`src/hdl/rcsc_pkg.sv`:
```
// Package: constants for the reset and clock switch control block
`default_nettype none
package rcsc_pkg;
  // Register indices on the plain register port
  localparam logic [3:0] ADDR_SYSCTL  = 4'h0;
  localparam logic [3:0] ADDR_TRAPCTL = 4'h1;
  localparam logic [3:0] ADDR_STATUS  = 4'h2;
  localparam logic [3:0] ADDR_ID      = 4'h3;
  // Fields of system_clock_ctrl_reg
  localparam int SYSCK_BIT = 5;
  localparam int XTEN_BIT  = 6;
  localparam int XEN_BIT   = 7;
  // Fields of the trap control register
  localparam int TRAP_RAM_SELECT_BIT  = 0;
  localparam int ATOUT_BIT = 1;
  localparam int WDTEN_BIT = 2;
  // Reset values
  // Fast oscillator only, so reset leaves the block in the first fast mode
  localparam logic [7:0] SYSCTL_RST  = 8'h80;
  localparam logic [7:0] TRAPCTL_RST = 8'h06;
  // Reset vector address
  localparam logic [15:0] RESET_VEC_LO = 16'hFFFE;
  localparam logic [15:0] RESET_VEC_HI = 16'hFFFF;
  // Stretch of a malfunction reset, in high clock periods
  localparam int MAL_RST_PERIODS = 24;
  // External reset: 12 high clock periods
  localparam int EXT_RST_PERIODS = 12;
  // Clock synchronisation wait on change back to fast clock
  localparam int SYNC_WAIT = 4;
  localparam logic [7:0] BLOCK_ID = 8'h5A;  // Arbitrary value
  typedef enum logic [1:0] {
    RCSC_FAST1 = 2'b00,
    RCSC_FAST2 = 2'b01,
    RCSC_LOW_SPEED_RUN_TWO = 2'b10,
    RCSC_LOW_SPEED_RUN_ONE = 2'b11
  } rcsc_mode_e;
  typedef enum logic [1:0] {
    RCSC_RUN   = 2'b00,
    RCSC_HOLD  = 2'b01,
    RCSC_VLO   = 2'b10,
    RCSC_VHI   = 2'b11
  } rcsc_rst_e;
endpackage
`default_nettype wire

```
`src/hdl/rcsc_stretch.sv`:
```
// Counter that stretches a combined malfunction reset request
`timescale 1ns/1ns
`default_nettype none
module rcsc_stretch
  import rcsc_pkg::*;
#(
  parameter int PERIODS = MAL_RST_PERIODS
) (
  input  wire logic clock,
  input  wire logic rstn,
  input  wire logic req,
  output logic      active
);
  localparam int CW = $clog2(PERIODS + 1);
  logic [CW-1:0] cnt_q;

  if (PERIODS < 1) begin : g_bad_periods
    $error("PERIODS must be at least one");
  end

  always_ff @(posedge clock or negedge rstn) begin
    if (!rstn) begin
      cnt_q <= '0;
    end else if (req) begin
      cnt_q <= CW'(PERIODS);
    end else if (cnt_q != '0) begin
      cnt_q <= cnt_q - 1'b1;
    end
  end

  assign active = (cnt_q != '0);
endmodule
`default_nettype wire

```
`src/hdl/rcsc_top.sv`:
```
// Reset generation and system clock switch control
// Notes on behaviour
// - After selecting fast clock, run on slow clock until clocks align.
// - Reset pin low ends slow mode; restart in first fast mode.
// - Four reset sources; trap, watchdog and clock resets are malfunction.
// - Malfunction reset holds internal reset at least 24 fast periods.
// - Malfunction counter cleared by rstn; no spurious short reset at power-up.
// - Reset clears interrupt enables and latches; PC from reset vector.
// - Reset clears prescaler and divider, and enables the watchdog.
// - Pin low for 12 fast periods applies an external reset.
// - Pin release starts execution at the two-byte reset vector.
// - Fetch from register, debug or trap-selected RAM area traps.
// - Trap response selects reset or interrupt; RAM area selectable.
// - Release reads reset vector, then fetches at its address.
// - Clock reset on illegal oscillator enable clears.
// - Oscillators keep running during a clock reset.
// - Leaving stop mode clears prescaler and divider.
`timescale 1ns/1ns
`default_nettype none
module rcsc_top
  import rcsc_pkg::*;
#(
  parameter int EXT_PERIODS = EXT_RST_PERIODS,
  parameter int DIV_W       = 8
) (
  input  wire logic        clock,
  input  wire logic        rstn,
  input  wire logic        reset_pin_n,
  input  wire logic        wdt_req,
  input  wire logic        stop_release,
  input  wire logic        fetch_valid,
  input  wire logic        fetch_sfr,
  input  wire logic        fetch_dbr,
  input  wire logic        fetch_ram,
  input  wire logic        clocks_aligned,
  input  wire logic [3:0]  addr,
  input  wire logic [7:0]  wdata,
  input  wire logic        wr,
  input  wire logic        rd,
  output logic      [7:0]  rdata,
  output logic             core_rst_n,
  output logic             vec_fetch,
  output logic      [15:0] vec_addr,
  output logic             irq_clear,
  output logic             trap_irq,
  output logic             high_osc_en,
  output logic             low_osc_en,
  output logic             use_low_clock,
  output logic             wdt_enable,
  output logic      [DIV_W-1:0] divider
);
  localparam int EW = $clog2(EXT_PERIODS + 1);

  if (EXT_PERIODS < 1) begin : g_bad_ext
    $error("EXT_PERIODS must be at least one");
  end
  if (DIV_W < 2) begin : g_bad_div
    $error("DIV_W must be at least two");
  end

  logic [7:0]        sysctl_q;
  logic [7:0]        trapctl_q;
  logic [EW-1:0]     ext_cnt_q;
  logic              ext_rst_q;
  logic              mal_req;
  logic              mal_active;
  logic              clk_rst_req;
  logic              trap_hit;
  logic              internal_rst;
  logic [2:0]        sync_q;
  logic              sel_low_q;
  rcsc_mode_e        mode_q;
  rcsc_rst_e         rst_q;
  logic              wr_sys;
  logic [7:0]        sys_new;

  assign wr_sys  = wr && (addr == ADDR_SYSCTL);
  assign sys_new = wdata;

  always_ff @(posedge clock or negedge rstn) begin
    if (!rstn) begin
      ext_cnt_q <= '0;
      ext_rst_q <= 1'b1;
    end else if (reset_pin_n) begin
      ext_cnt_q <= '0;
      ext_rst_q <= 1'b0;
    end else if (ext_cnt_q != EW'(EXT_PERIODS - 1)) begin
      ext_cnt_q <= ext_cnt_q + 1'b1;
    end else begin
      ext_rst_q <= 1'b1;
    end
  end

  always_comb begin
    clk_rst_req = 1'b0;
    if (wr_sys) begin
      if (!sys_new[XEN_BIT] && !sys_new[XTEN_BIT]) begin
        clk_rst_req = 1'b1;
      end else if (!sys_new[XEN_BIT] && !sysctl_q[SYSCK_BIT]
                   && !sys_new[SYSCK_BIT]) begin
        clk_rst_req = 1'b1;
      end else if (!sys_new[XTEN_BIT] && sysctl_q[SYSCK_BIT]
                   && sys_new[SYSCK_BIT]) begin
        clk_rst_req = 1'b1;
      end
    end
  end

  assign trap_hit = fetch_valid && (fetch_sfr || fetch_dbr
                    || (fetch_ram && trapctl_q[TRAP_RAM_SELECT_BIT]));

  // Trap as reset only when selected
  assign mal_req = (trap_hit && trapctl_q[ATOUT_BIT]) || wdt_req
                   || clk_rst_req;

  // Counter is left only under the async reset port
  rcsc_stretch #(
    .PERIODS (MAL_RST_PERIODS)
  ) u_stretch (
    .clock  (clock),
    .rstn   (rstn),
    .req    (mal_req),
    .active (mal_active)
  );

  assign internal_rst = ext_rst_q || mal_active;

  always_ff @(posedge clock or negedge rstn) begin
    if (!rstn) begin
      trap_irq <= 1'b0;
    end else begin
      trap_irq <= trap_hit && !trapctl_q[ATOUT_BIT] && !internal_rst;
    end
  end

  always_ff @(posedge clock or negedge rstn) begin
    if (!rstn) begin
      core_rst_n <= 1'b0;
      irq_clear  <= 1'b1;
    end else begin
      core_rst_n <= !internal_rst;
      irq_clear  <= internal_rst;
    end
  end

  always_ff @(posedge clock or negedge rstn) begin
    if (!rstn) begin
      rst_q     <= RCSC_HOLD;
      vec_fetch <= 1'b0;
      vec_addr  <= RESET_VEC_LO;
    end else if (internal_rst) begin
      rst_q     <= RCSC_HOLD;
      vec_fetch <= 1'b0;
      vec_addr  <= RESET_VEC_LO;
    end else begin
      unique case (rst_q)
        RCSC_HOLD: begin
          rst_q     <= RCSC_VLO;
          vec_fetch <= 1'b1;
          vec_addr  <= RESET_VEC_LO;
        end
        RCSC_VLO: begin
          rst_q     <= RCSC_VHI;
          vec_fetch <= 1'b1;
          vec_addr  <= RESET_VEC_HI;
        end
        RCSC_VHI: begin
          rst_q     <= RCSC_RUN;
          vec_fetch <= 1'b0;
        end
        RCSC_RUN: begin
          vec_fetch <= 1'b0;
        end
      endcase
    end
  end

  // Clock reset keeps both oscillators on
  always_ff @(posedge clock or negedge rstn) begin
    if (!rstn) begin
      sysctl_q <= SYSCTL_RST;
    end else if (internal_rst || clk_rst_req) begin
      sysctl_q <= SYSCTL_RST;
    end else if (wr_sys) begin
      sysctl_q <= sys_new;
    end
  end

  always_ff @(posedge clock or negedge rstn) begin
    if (!rstn) begin
      trapctl_q <= TRAPCTL_RST;
    end else if (internal_rst) begin
      trapctl_q <= TRAPCTL_RST;
    end else if (wr && addr == ADDR_TRAPCTL) begin
      trapctl_q <= wdata;
    end
  end

  // Stay on slow clock until aligned
  // Alignment needs SYNC_WAIT agreeing samples, hiding a glitchy change
  always_ff @(posedge clock or negedge rstn) begin
    if (!rstn) begin
      sel_low_q <= 1'b0;
      sync_q    <= '0;
    end else if (internal_rst) begin
      sel_low_q <= 1'b0;
      sync_q    <= '0;
    end else if (sysctl_q[SYSCK_BIT]) begin
      sel_low_q <= 1'b1;
      sync_q    <= '0;
    end else if (sel_low_q) begin
      if (!clocks_aligned) begin
        sync_q <= '0;
      end else if (sync_q == 3'(SYNC_WAIT - 1)) begin
        sel_low_q <= 1'b0;
        sync_q    <= '0;
      end else begin
        sync_q <= sync_q + 1'b1;
      end
    end
  end

  always_ff @(posedge clock or negedge rstn) begin
    if (!rstn) begin
      mode_q <= RCSC_FAST1;
    end else if (internal_rst) begin
      mode_q <= RCSC_FAST1;
    end else if (sel_low_q) begin
      mode_q <= sysctl_q[XEN_BIT] ? RCSC_LOW_SPEED_RUN_TWO : RCSC_LOW_SPEED_RUN_ONE;
    end else begin
      mode_q <= sysctl_q[XTEN_BIT] ? RCSC_FAST2 : RCSC_FAST1;
    end
  end

  always_ff @(posedge clock or negedge rstn) begin
    if (!rstn) begin
      divider <= '0;
    end else if (internal_rst || stop_release) begin
      divider <= '0;
    end else begin
      divider <= divider + 1'b1;
    end
  end

  // Oscillators held on
  // Both run while reset stretches, costing power, so no clock is lost
  always_ff @(posedge clock or negedge rstn) begin
    if (!rstn) begin
      high_osc_en   <= 1'b1;
      low_osc_en    <= 1'b1;
      use_low_clock <= 1'b0;
      wdt_enable    <= 1'b1;
    end else begin
      high_osc_en   <= sysctl_q[XEN_BIT] || internal_rst;
      low_osc_en    <= sysctl_q[XTEN_BIT] || internal_rst;
      use_low_clock <= sel_low_q;
      wdt_enable    <= trapctl_q[WDTEN_BIT];
    end
  end

  // Read port; unmapped reads return zero
  always_ff @(posedge clock or negedge rstn) begin
    if (!rstn) begin
      rdata <= '0;
    end else if (rd) begin
      unique case (addr)
        ADDR_SYSCTL:  rdata <= sysctl_q;
        ADDR_TRAPCTL: rdata <= trapctl_q;
        ADDR_STATUS:  rdata <= {4'h0, sel_low_q, mode_q, internal_rst};
        ADDR_ID:      rdata <= BLOCK_ID;
        default:      rdata <= '0;
      endcase
    end else begin
      rdata <= '0;
    end
  end
endmodule
`default_nettype wire

```
`config.mk`:
```
export PLATFORM = sky130hd
export DESIGN_NAME = rcsc_top
export DESIGN_NICKNAME = d
export VERILOG_FILES = /design/src/hdl/rcsc_pkg.sv /design/src/hdl/rcsc_stretch.sv /design/src/hdl/rcsc_top.sv
export SDC_FILE = /design/constraint.sdc
export NUM_CORES = 1
export LEC_CHECK = 0
export ABC_AREA = 1
export BUFFER_PORTS_ARGS = -buffer_cell sky130_fd_sc_hd__buf_2
export CAP_MARGIN = 20
export CORE_ASPECT_RATIO = 1.25
export CORE_MARGIN = 4
export CORE_UTILIZATION = 43
export DETAILED_ROUTE_END_ITERATION = 6
export PLACE_DENSITY = 0.7
export SLEW_MARGIN = 20
export SYNTH_ARGS = -nofsm -noshare
export SYNTH_HDL_FRONTEND = slang
export SYNTH_SLANG_ARGS = --single-unit
export TNS_END_PERCENT = 1
```
`constraint.sdc`:
```
create_clock -name clock -period 1.7 [get_ports clock]
set_input_delay 0.255 -clock clock [delete_from_list [all_inputs] [get_ports clock]]
set_output_delay 0.255 -clock clock [all_outputs]
set_load 0.01 [all_outputs]
```
# After elaboration in Yosys (flattened, before gate mapping)
# Cells that the tools add are included.
# word_totals
reg_bits	74
input_bits	24
output_inout_bits	40
wordCells	109
# op_classes
addsub	4
n_eq_ne	9
muxes	37
n_reduce_logical	39
# ops
cell	n
$mux W8	6
$pmux W16 S2	1
$pmux W8 S4	1
$mux W16	1
$mux W3	5
$mux W1	14
$logic_and A1 B1 Y1	12
$mux W5	2
$logic_or A1 B1 Y1	9
$add A8 B1 Y8 const B	1
$eq A4 B2 Y1 const B	2
$mux W4	2
$reduce_bool A2 Y1	4
$logic_not A1 Y1	6
$mux W2	3
$pmux W2 S3	1
$reduce_bool A3 Y1	2
$reduce_bool A5 Y1	1
$sub A5 B1 Y5 const B	1
$add A4 B1 Y4 const B	1
$eq A2 B2 Y1 const B	2
$eq A4 B1 Y1 const B	1
$logic_not A4 Y1	1
$ne A4 B4 Y1 const B	1
8 further kinds	9

# Depth between registers and ports, before layout
# Gate-level depths: netlist of run 1.
# logic_depth
depth_word	9
depth_mapped	8
mapped_depth_nobuf	8

# Hierarchy
# A second synthesis of run 1 with hierarchy kept.
# unflattened
hier_cells	319
hier_area_um2	2871.5
# modules_own_cells
module	instances	cells_each	area_per_inst_um2	seq_area_each_um2
rcsc_top	1	289	2615.0	1362.6
rcsc_stretch	1	30	256.5	125.1

# Least setup slack after synthesis of run 1
# Ideal clock, no wire load.
# synth_timing
kind	register -> register
from	reg u_stretch.cnt_q[0]
to	reg sysctl_q[0]
setup_time_ps	76
t_arrival_ps	1254
required_ps	1624
setup_slack_ps	369
path_stages_with_launch	8
path_buffers	1
synth_period_minus_slack_ps	1331
cell_sequence	dfrtp_1 -> inv_1 -> ha_1 -> nand4_4 -> clkinv_2 -> buf_6 -> nand2_1 -> o21ai_1
# synth_between
elab_chain_len	4
word_cells_on_any_way	5
classes_between	mux (1); reduce/logical (4)
# synth_lines
item	line	rtl
start: declaration	rcsc_stretch.sv:15	logic [CW-1:0] cnt_q;
start signal: assignment	rcsc_stretch.sv:25	cnt_q <= CW'(PERIODS);
start signal: assignment	rcsc_stretch.sv:27	cnt_q <= cnt_q - 1'b1;
$reduce_bool A5 Y1 (*)	rcsc_stretch.sv:31	assign active = (cnt_q != '0);
$logic_or A1 B1 Y1 (*)	rcsc_top.sv:126	assign internal_rst = ext_rst_q || mal_active;
$logic_or A1 B1 Y1 (*)	rcsc_top.sv:182	end else if (internal_rst || clk_rst_req) begin
$mux W8 or $reduce_bool A2 Y1 (tied branches)	--	
end signal: assignment	rcsc_top.sv:185	sysctl_q <= sys_new;
end: declaration	rcsc_top.sv:61	logic [7:0] sysctl_q;
# Mark *: on every way between the ends. The rest lies on a longest branch, timed or not.
# A chain may end at the register's enable or synchronous reset.

# Worst setup path in the final report of run 1
# layout_timing
from	reg u_stretch.cnt_q[0]
to	reg sysctl_q[4]
# Same word-level chain as after synthesis.

==> results.cfg, run 1 <==
[global_route]
antenna_found_initial = 0
grt_pass1_vias = 2152
grt_max_degree = 60
grt_pass1_wl_microns = 9380
track_usage = 0.150
overflow = 0

[logic_synthesis]
synth_most_common_cell = nand2_1
ys.warnings.count = 0
yosys.area.top_type = dfrtp_1
synth_area_leaders = dfrtp_1 44%, nand2_1 11%, dfstp_2 8.4%
synth_seq_cells = 59
yosysSeqAreaShare = 0.528
ys_types = 30
synthCells = 325
synth_top_area_frac = 0.444
synthTopCellsByCount = 84 x nand2_1, 50 x dfrtp_1, 40 x inv_1
syn_area_sq_mm = 0.00282
ys.flop_type = dfrtp_1
synth-edff-count = 0
async_reset_ff_frac = 1.00
synth_area_per_cell_sq_um = 8.68

[detailed_routing]
routed_wl_microns = 5470
vias = 2200
postRouteAntennaNets = 0
drt-vias-per-instance = 4.63
dr.pass1.iters = 5
drt_iter0_markers = 125
wire_per_inst_microns = 11.5
route.detailed.drc = 0

[clocking]
htreeDepth = 3
root_buffer = clkbuf_8
cts_buffers = 9
cts_sinks = 59
post_cts_buffers = 0
clkTransAtPathRegs_ns = 0.07
cts.path.max_buffers = 2
clkLatencyLatePin_ns = 0.34
post_cts_resized = 0
tritoncts = yes
postCtsHoldBufs = 1

[power_and_ir_drop]
irDropWorstVdd_uv = 547
leakage_uw = 0.00174
powerDensity_mw_per_mm2 = 844

[placement]
io_buffers = 48
dp_hpwl_microns = 4160
routabilityCongestion = 0.856
dpl-instance-area_sq_mm = 0.00312
dp_worst_setup_slack_ns = 0.155

[final_layout]
syn2layout_area_growth_pct = 17.3
fin_nets = 416
nFillCells = 623
drive_gt1_frac = 0.231
multi_input_area_sq_mm = 0.00108
final_cell_area_sq_mm = 0.00331
antenna_cells = 0
register_area_sq_mm = 0.00149
utilization = 0.526

[sta]
clock-skew-final_ns = 0.00779
fmax_mhz = 647
rsz0062_at_grt = no
fin_ws_ns = 0.155
setup_viol = 0
hold_viol_final = 0
drv_slew = 0
period_needed_ns = 1.54
fin_setup_tns_ns = 0
finalCritPeriodShare = 0.909
holdWs_ns = 0.0678

[floorplanning]
dieWidth_microns = 80.4
coreArea_sq_mm = 0.00629
fp.dieH_microns = 98.5
initial_core_util = 0.449
ios = 64
dieArea_sq_mm = 0.00793
rows = 32

[setup_path]
path_cells = inv_1, ha_1, nand4_4, buf_4, nor2_2, nand2_1, o21ai_1
criticalPathCategory = reg2reg
slowest_stage = dfrtp_1
reg2reg_slack_ns = 0.16
slowest_delay_ns = 0.38
worstPathRequired_ns = 1.96
cp_max_fo = 9
crit_family = simple AND/OR/NAND/NOR gates
endpoint_kind = flop
critPathArrivalTime_ns = 1.81
start_kind = flop
worst-path-buf-inv = 2

[outcome]
status = completed

[run]
max-cap-violations = 0

[worst_hold_path]
min-delay-path-class = in2reg
[placed cells by master (no fill, tap or decap), types with 3 or more instances in the layout]
cell type,synthesis,final
nand2_1,84,84
dfrtp_1,50,50
buf_2,0,48
inv_1,40,40
nor2_1,28,28
nand3_1,28,28
conb_1,1,15
a21oi_1,14,14
clkbuf_8,0,9
dfstp_2,9,9
o21ai_0,8,8
o21ai_1,7,7
ha_1,7,7
nor3_1,6,6
buf_4,15,4
nor2_4,3,3
nor2_2,3,3
o211ai_1,3,3
clkinvlp_4,0,3
[registers in the layout, indices dropped and copies added, names as in the netlist, 2 cells and up]
signal           flops
divider              8
ext_cnt_q            4
mode_q               2
rdata                8
rst_q                2
sync_q               3
sysctl_q             8
trapctl_q            8
u_stretch.cnt_q      5
[cell type report]
type,instances,share of cell area
well taps,85,0.0322
clock inverters,7,0.0163
flip-flops and latches,59,0.450
inverters,41,0.0469
clock buffers,9,0.0375
repair buffers,54,0.0908
multi-input cells,220,0.327
[through the flow]
| step | total power [uW] | std cells |
|---|---|---|
| after floorplan | 1630 | 339 |
| after global placement | 1700 | 458 |
| after detailed placement | 1710 | 458 |
| after CTS | 2840 | 475 |
| after global routing | 2930 | 475 |
| final | 2790 | 475 |
[power by group]
part | switching [uW] | internal [uW] | leakage [uW]
Clock | 578 | 534 | 0.0000818
Combinational | 145 | 78.4 | 0.000881
Sequential | 22.5 | 1430 | 0.000777
[routing by layer]
| metal | share of wire | track usage |
|---|---|---|
| met1 | 0.44 | 0.182 |
| met2 | 0.48 | 0.244 |
| met3 | 0.061 | 0.0448 |
| met4 | 0.018 | 0.0650 |
| met5 | 0 | 0 |
[worst reg2reg max path, delay by kind of cell (launching register included)]
family                   cells  cell delay, ns
AO/OA/AOI/OAI                1            0.08
adder cells (fa/ha/maj)      1            0.28
flip-flops                   1            0.38
buffers and inverters        2            0.31
AND/OR/NAND/NOR              3            0.43
[cells by family after synthesis]
group	after synthesis	share of synthesized area
AO/OA/AOI/OAI	35	0.0670
buffers and inverters	60	0.108
AND/OR/NAND/NOR	160	0.256
other	1	0.00133
adder cells (fa/ha/maj)	7	0.0311
flip-flops	59	0.528
XOR/XNOR	3	0.00932
[final timing paths]
| path | depth (start not counted) | startpoint | endpoint |
|---|---|---|---|
| hold / removal | 2 | reset_pin_n | ext_rst_q$_DFFE_PN1P_ |
| max in group asynchronous | 3 | rstn | high_osc_en$_DFF_PN1_ |
| setup / recovery | 7 | u_stretch.cnt_q[0]$_DFFE_PN0P_ | sysctl_q[4]$_DFFE_PN0P_ |
| min in group asynchronous | 3 | rstn | rdata[4]$_DFF_PN0_ |
| setup reg to reg | 7 | u_stretch.cnt_q[0]$_DFFE_PN0P_ | sysctl_q[4]$_DFFE_PN0P_ |
| hold reg to reg | 0 | trapctl_q[2]$_DFFE_PN1P_ | wdt_enable$_DFF_PN1_ |
Note: power is estimated with default switching activity, not from simulation.
==> inputs of run 2 (changes only) <==
BUFFER_PORTS_ARGS = -buffer_cell sky130_fd_sc_hd__buf_4   (was -buffer_cell sky130_fd_sc_hd__buf_2)
==> run 2 against run 1 <==
Against the previous run:
- combinational power up 8%
- critical path type unchanged
- largest power group unchanged
- sequential cell count unchanged
- fmax down 1.3%
- hold slack better by 0.0016 ns
- critical endpoint is now trapctl_q[0]$_DFFE_PN0P_
- sequential share of layout area down 1.8 points
- design area up 4.0%
==> results.cfg, run 2 (synthesis gave the netlist of run 1 again) <==
[outcome]
status = completed

[final_layout]
layout_commonest_cell = nand2_1
syn2layout_area_growth_pct = 22.0
fin_cells = 474
antenna_cells = 0
fin_nets = 415
multi_input_area_sq_mm = 0.00108
drive_gt1_frac = 0.221
register_area_sq_mm = 0.00149
utilization = 0.547
nFillCells = 580
layout_common_cells = 84 x nand2_1, 51 x buf_4, 50 x dfrtp_1, 40 x inv_1

[detailed_routing]
drt_iter0_markers = 99
vias = 2191
drt-vias-per-instance = 4.62
routed_wl_microns = 5710
dr.pass1.iters = 4
route.detailed.drc = 0
postRouteAntennaNets = 0
wire_per_inst_microns = 12.1

[global_route]
met1_usage = 0.187
track_usage = 0.154
grt.busiest_layer = met2
overflow = 0
grt_pass1_vias = 2094
antenna_found_initial = 0
grtUsageMet3 = 0.0631
grt_use_met2 = 0.240
grt_pass1_wl_microns = 9400
grt_max_degree = 35

[floorplanning]
initial_core_util = 0.449
dieArea_sq_mm = 0.00793
fp.dieH_microns = 98.5
ios = 64
dieWidth_microns = 80.4
rows = 32
coreArea_sq_mm = 0.00629

[clocking]
cts_buffers = 9
htreeDepth = 3
cts_sinks = 59
clkTransAtPathRegs_ns = 0.06
tritoncts = yes
clkLatencyLatePin_ns = 0.33
root_buffer = clkbuf_8
post_cts_buffers = 0
cts.path.max_buffers = 2

[setup_path]
worstPathRequired_ns = 1.97
critPathArrivalTime_ns = 1.83
cp_max_fo = 11
start_kind = flop
criticalPathCategory = reg2reg
endpoint_kind = flop

[placement]
dp_hpwl_microns = 4290
dp.cells = 457
routabilityCongestion = 0.861
io_buffers = 48

[sta]
period_needed_ns = 1.57
rsz0062_at_grt = no
clock-skew-final_ns = 0.00862
fmax_mhz = 639
setup_viol = 0
hold_viol_final = 0
finalCritPeriodShare = 0.921
fin_setup_tns_ns = 0
drv_slew = 0

[worst_hold_path]
min-delay-path-class = in2reg

[power_and_ir_drop]
leakage_uw = 0.00178
irDropWorstVdd_uv = 464
powerDensity_mw_per_mm2 = 861

[run]
max-cap-violations = 0
[run 2: layer usage]
metal | wire length, microns | part of all wire
met1 | 2450 | 0.43
met2 | 2740 | 0.48
met3 | 393 | 0.069
met4 | 126 | 0.022
met5 | 0 | 0
[run 2: critical path: stages (launching register included)]
cell and delay, ns:
dfrtp_1 0.37, inv_1 0.11, ha_1 0.27, nand4_4 0.18, buf_4 0.22, nor2_4 0.21
nand2_1 0.08, nand2_1 0.06
[run 2: cell type report]
type / instances / area share
flip-flops and latches: 59 / 0.432
clock buffers: 14 / 0.0473
well taps: 85 / 0.0309
clock inverters: 2 / 0.0102
multi-input cells: 220 / 0.314
repair buffers: 53 / 0.120
inverters: 41 / 0.0455
[run 2: through the flow]
stage | setup slack [ns] | hold slack, ns | instance area [sq um] | power (uW)
2_1_floorplan | 0.369 | -0.0406 | 2870 | 1630
3_3_place_gp | 0.193 | 0.185 | 3230 | 1720
3_5_place_dp | 0.145 | 0.184 | 3230 | 1720
4_1_cts | 0.131 | 0.0527 | 3440 | 2990
5_1_grt | 0.00105 | 0.0488 | 3440 | 3100
6_report | 0.135 | 0.0694 | 3440 | 2960
[run 2: path summary, 6_finish.rpt]
path	startpoint	slack, ns	end	depth (start not counted)
min in group asynchronous	rstn	0.36	rdata[3]$_DFF_PN0_	2
setup / recovery	u_stretch.cnt_q[0]$_DFFE_PN0P_	0.13	trapctl_q[0]$_DFFE_PN0P_	7
max in group asynchronous	rstn	0.78	sysctl_q[7]$_DFFE_PN1P_	3
hold reg to reg	trapctl_q[2]$_DFFE_PN1P_	0.38	wdt_enable$_DFF_PN1_	0
setup reg to reg	u_stretch.cnt_q[0]$_DFFE_PN0P_	0.13	trapctl_q[0]$_DFFE_PN0P_	7
hold / removal	reset_pin_n	0.07	ext_rst_q$_DFFE_PN1P_	2
[run 2: repair_timing]
| action | CTS | global route |
|---|---|---|
| setup endpoints to repair | 0 | 3 |
| hold endpoints to repair | 18 | 0 |
| hold buffers | 1 | 0 |
| gates resized for setup | 0 | 1 |
[run 2: report_power, final]
| part | switching [uW] | total, uW | internal, uW |
|---|---|---|---|
| Combinational | 147 | 242 | 94.9 |
| Clock | 506 | 1260 | 757 |
| Sequential | 23.0 | 1460 | 1430 |
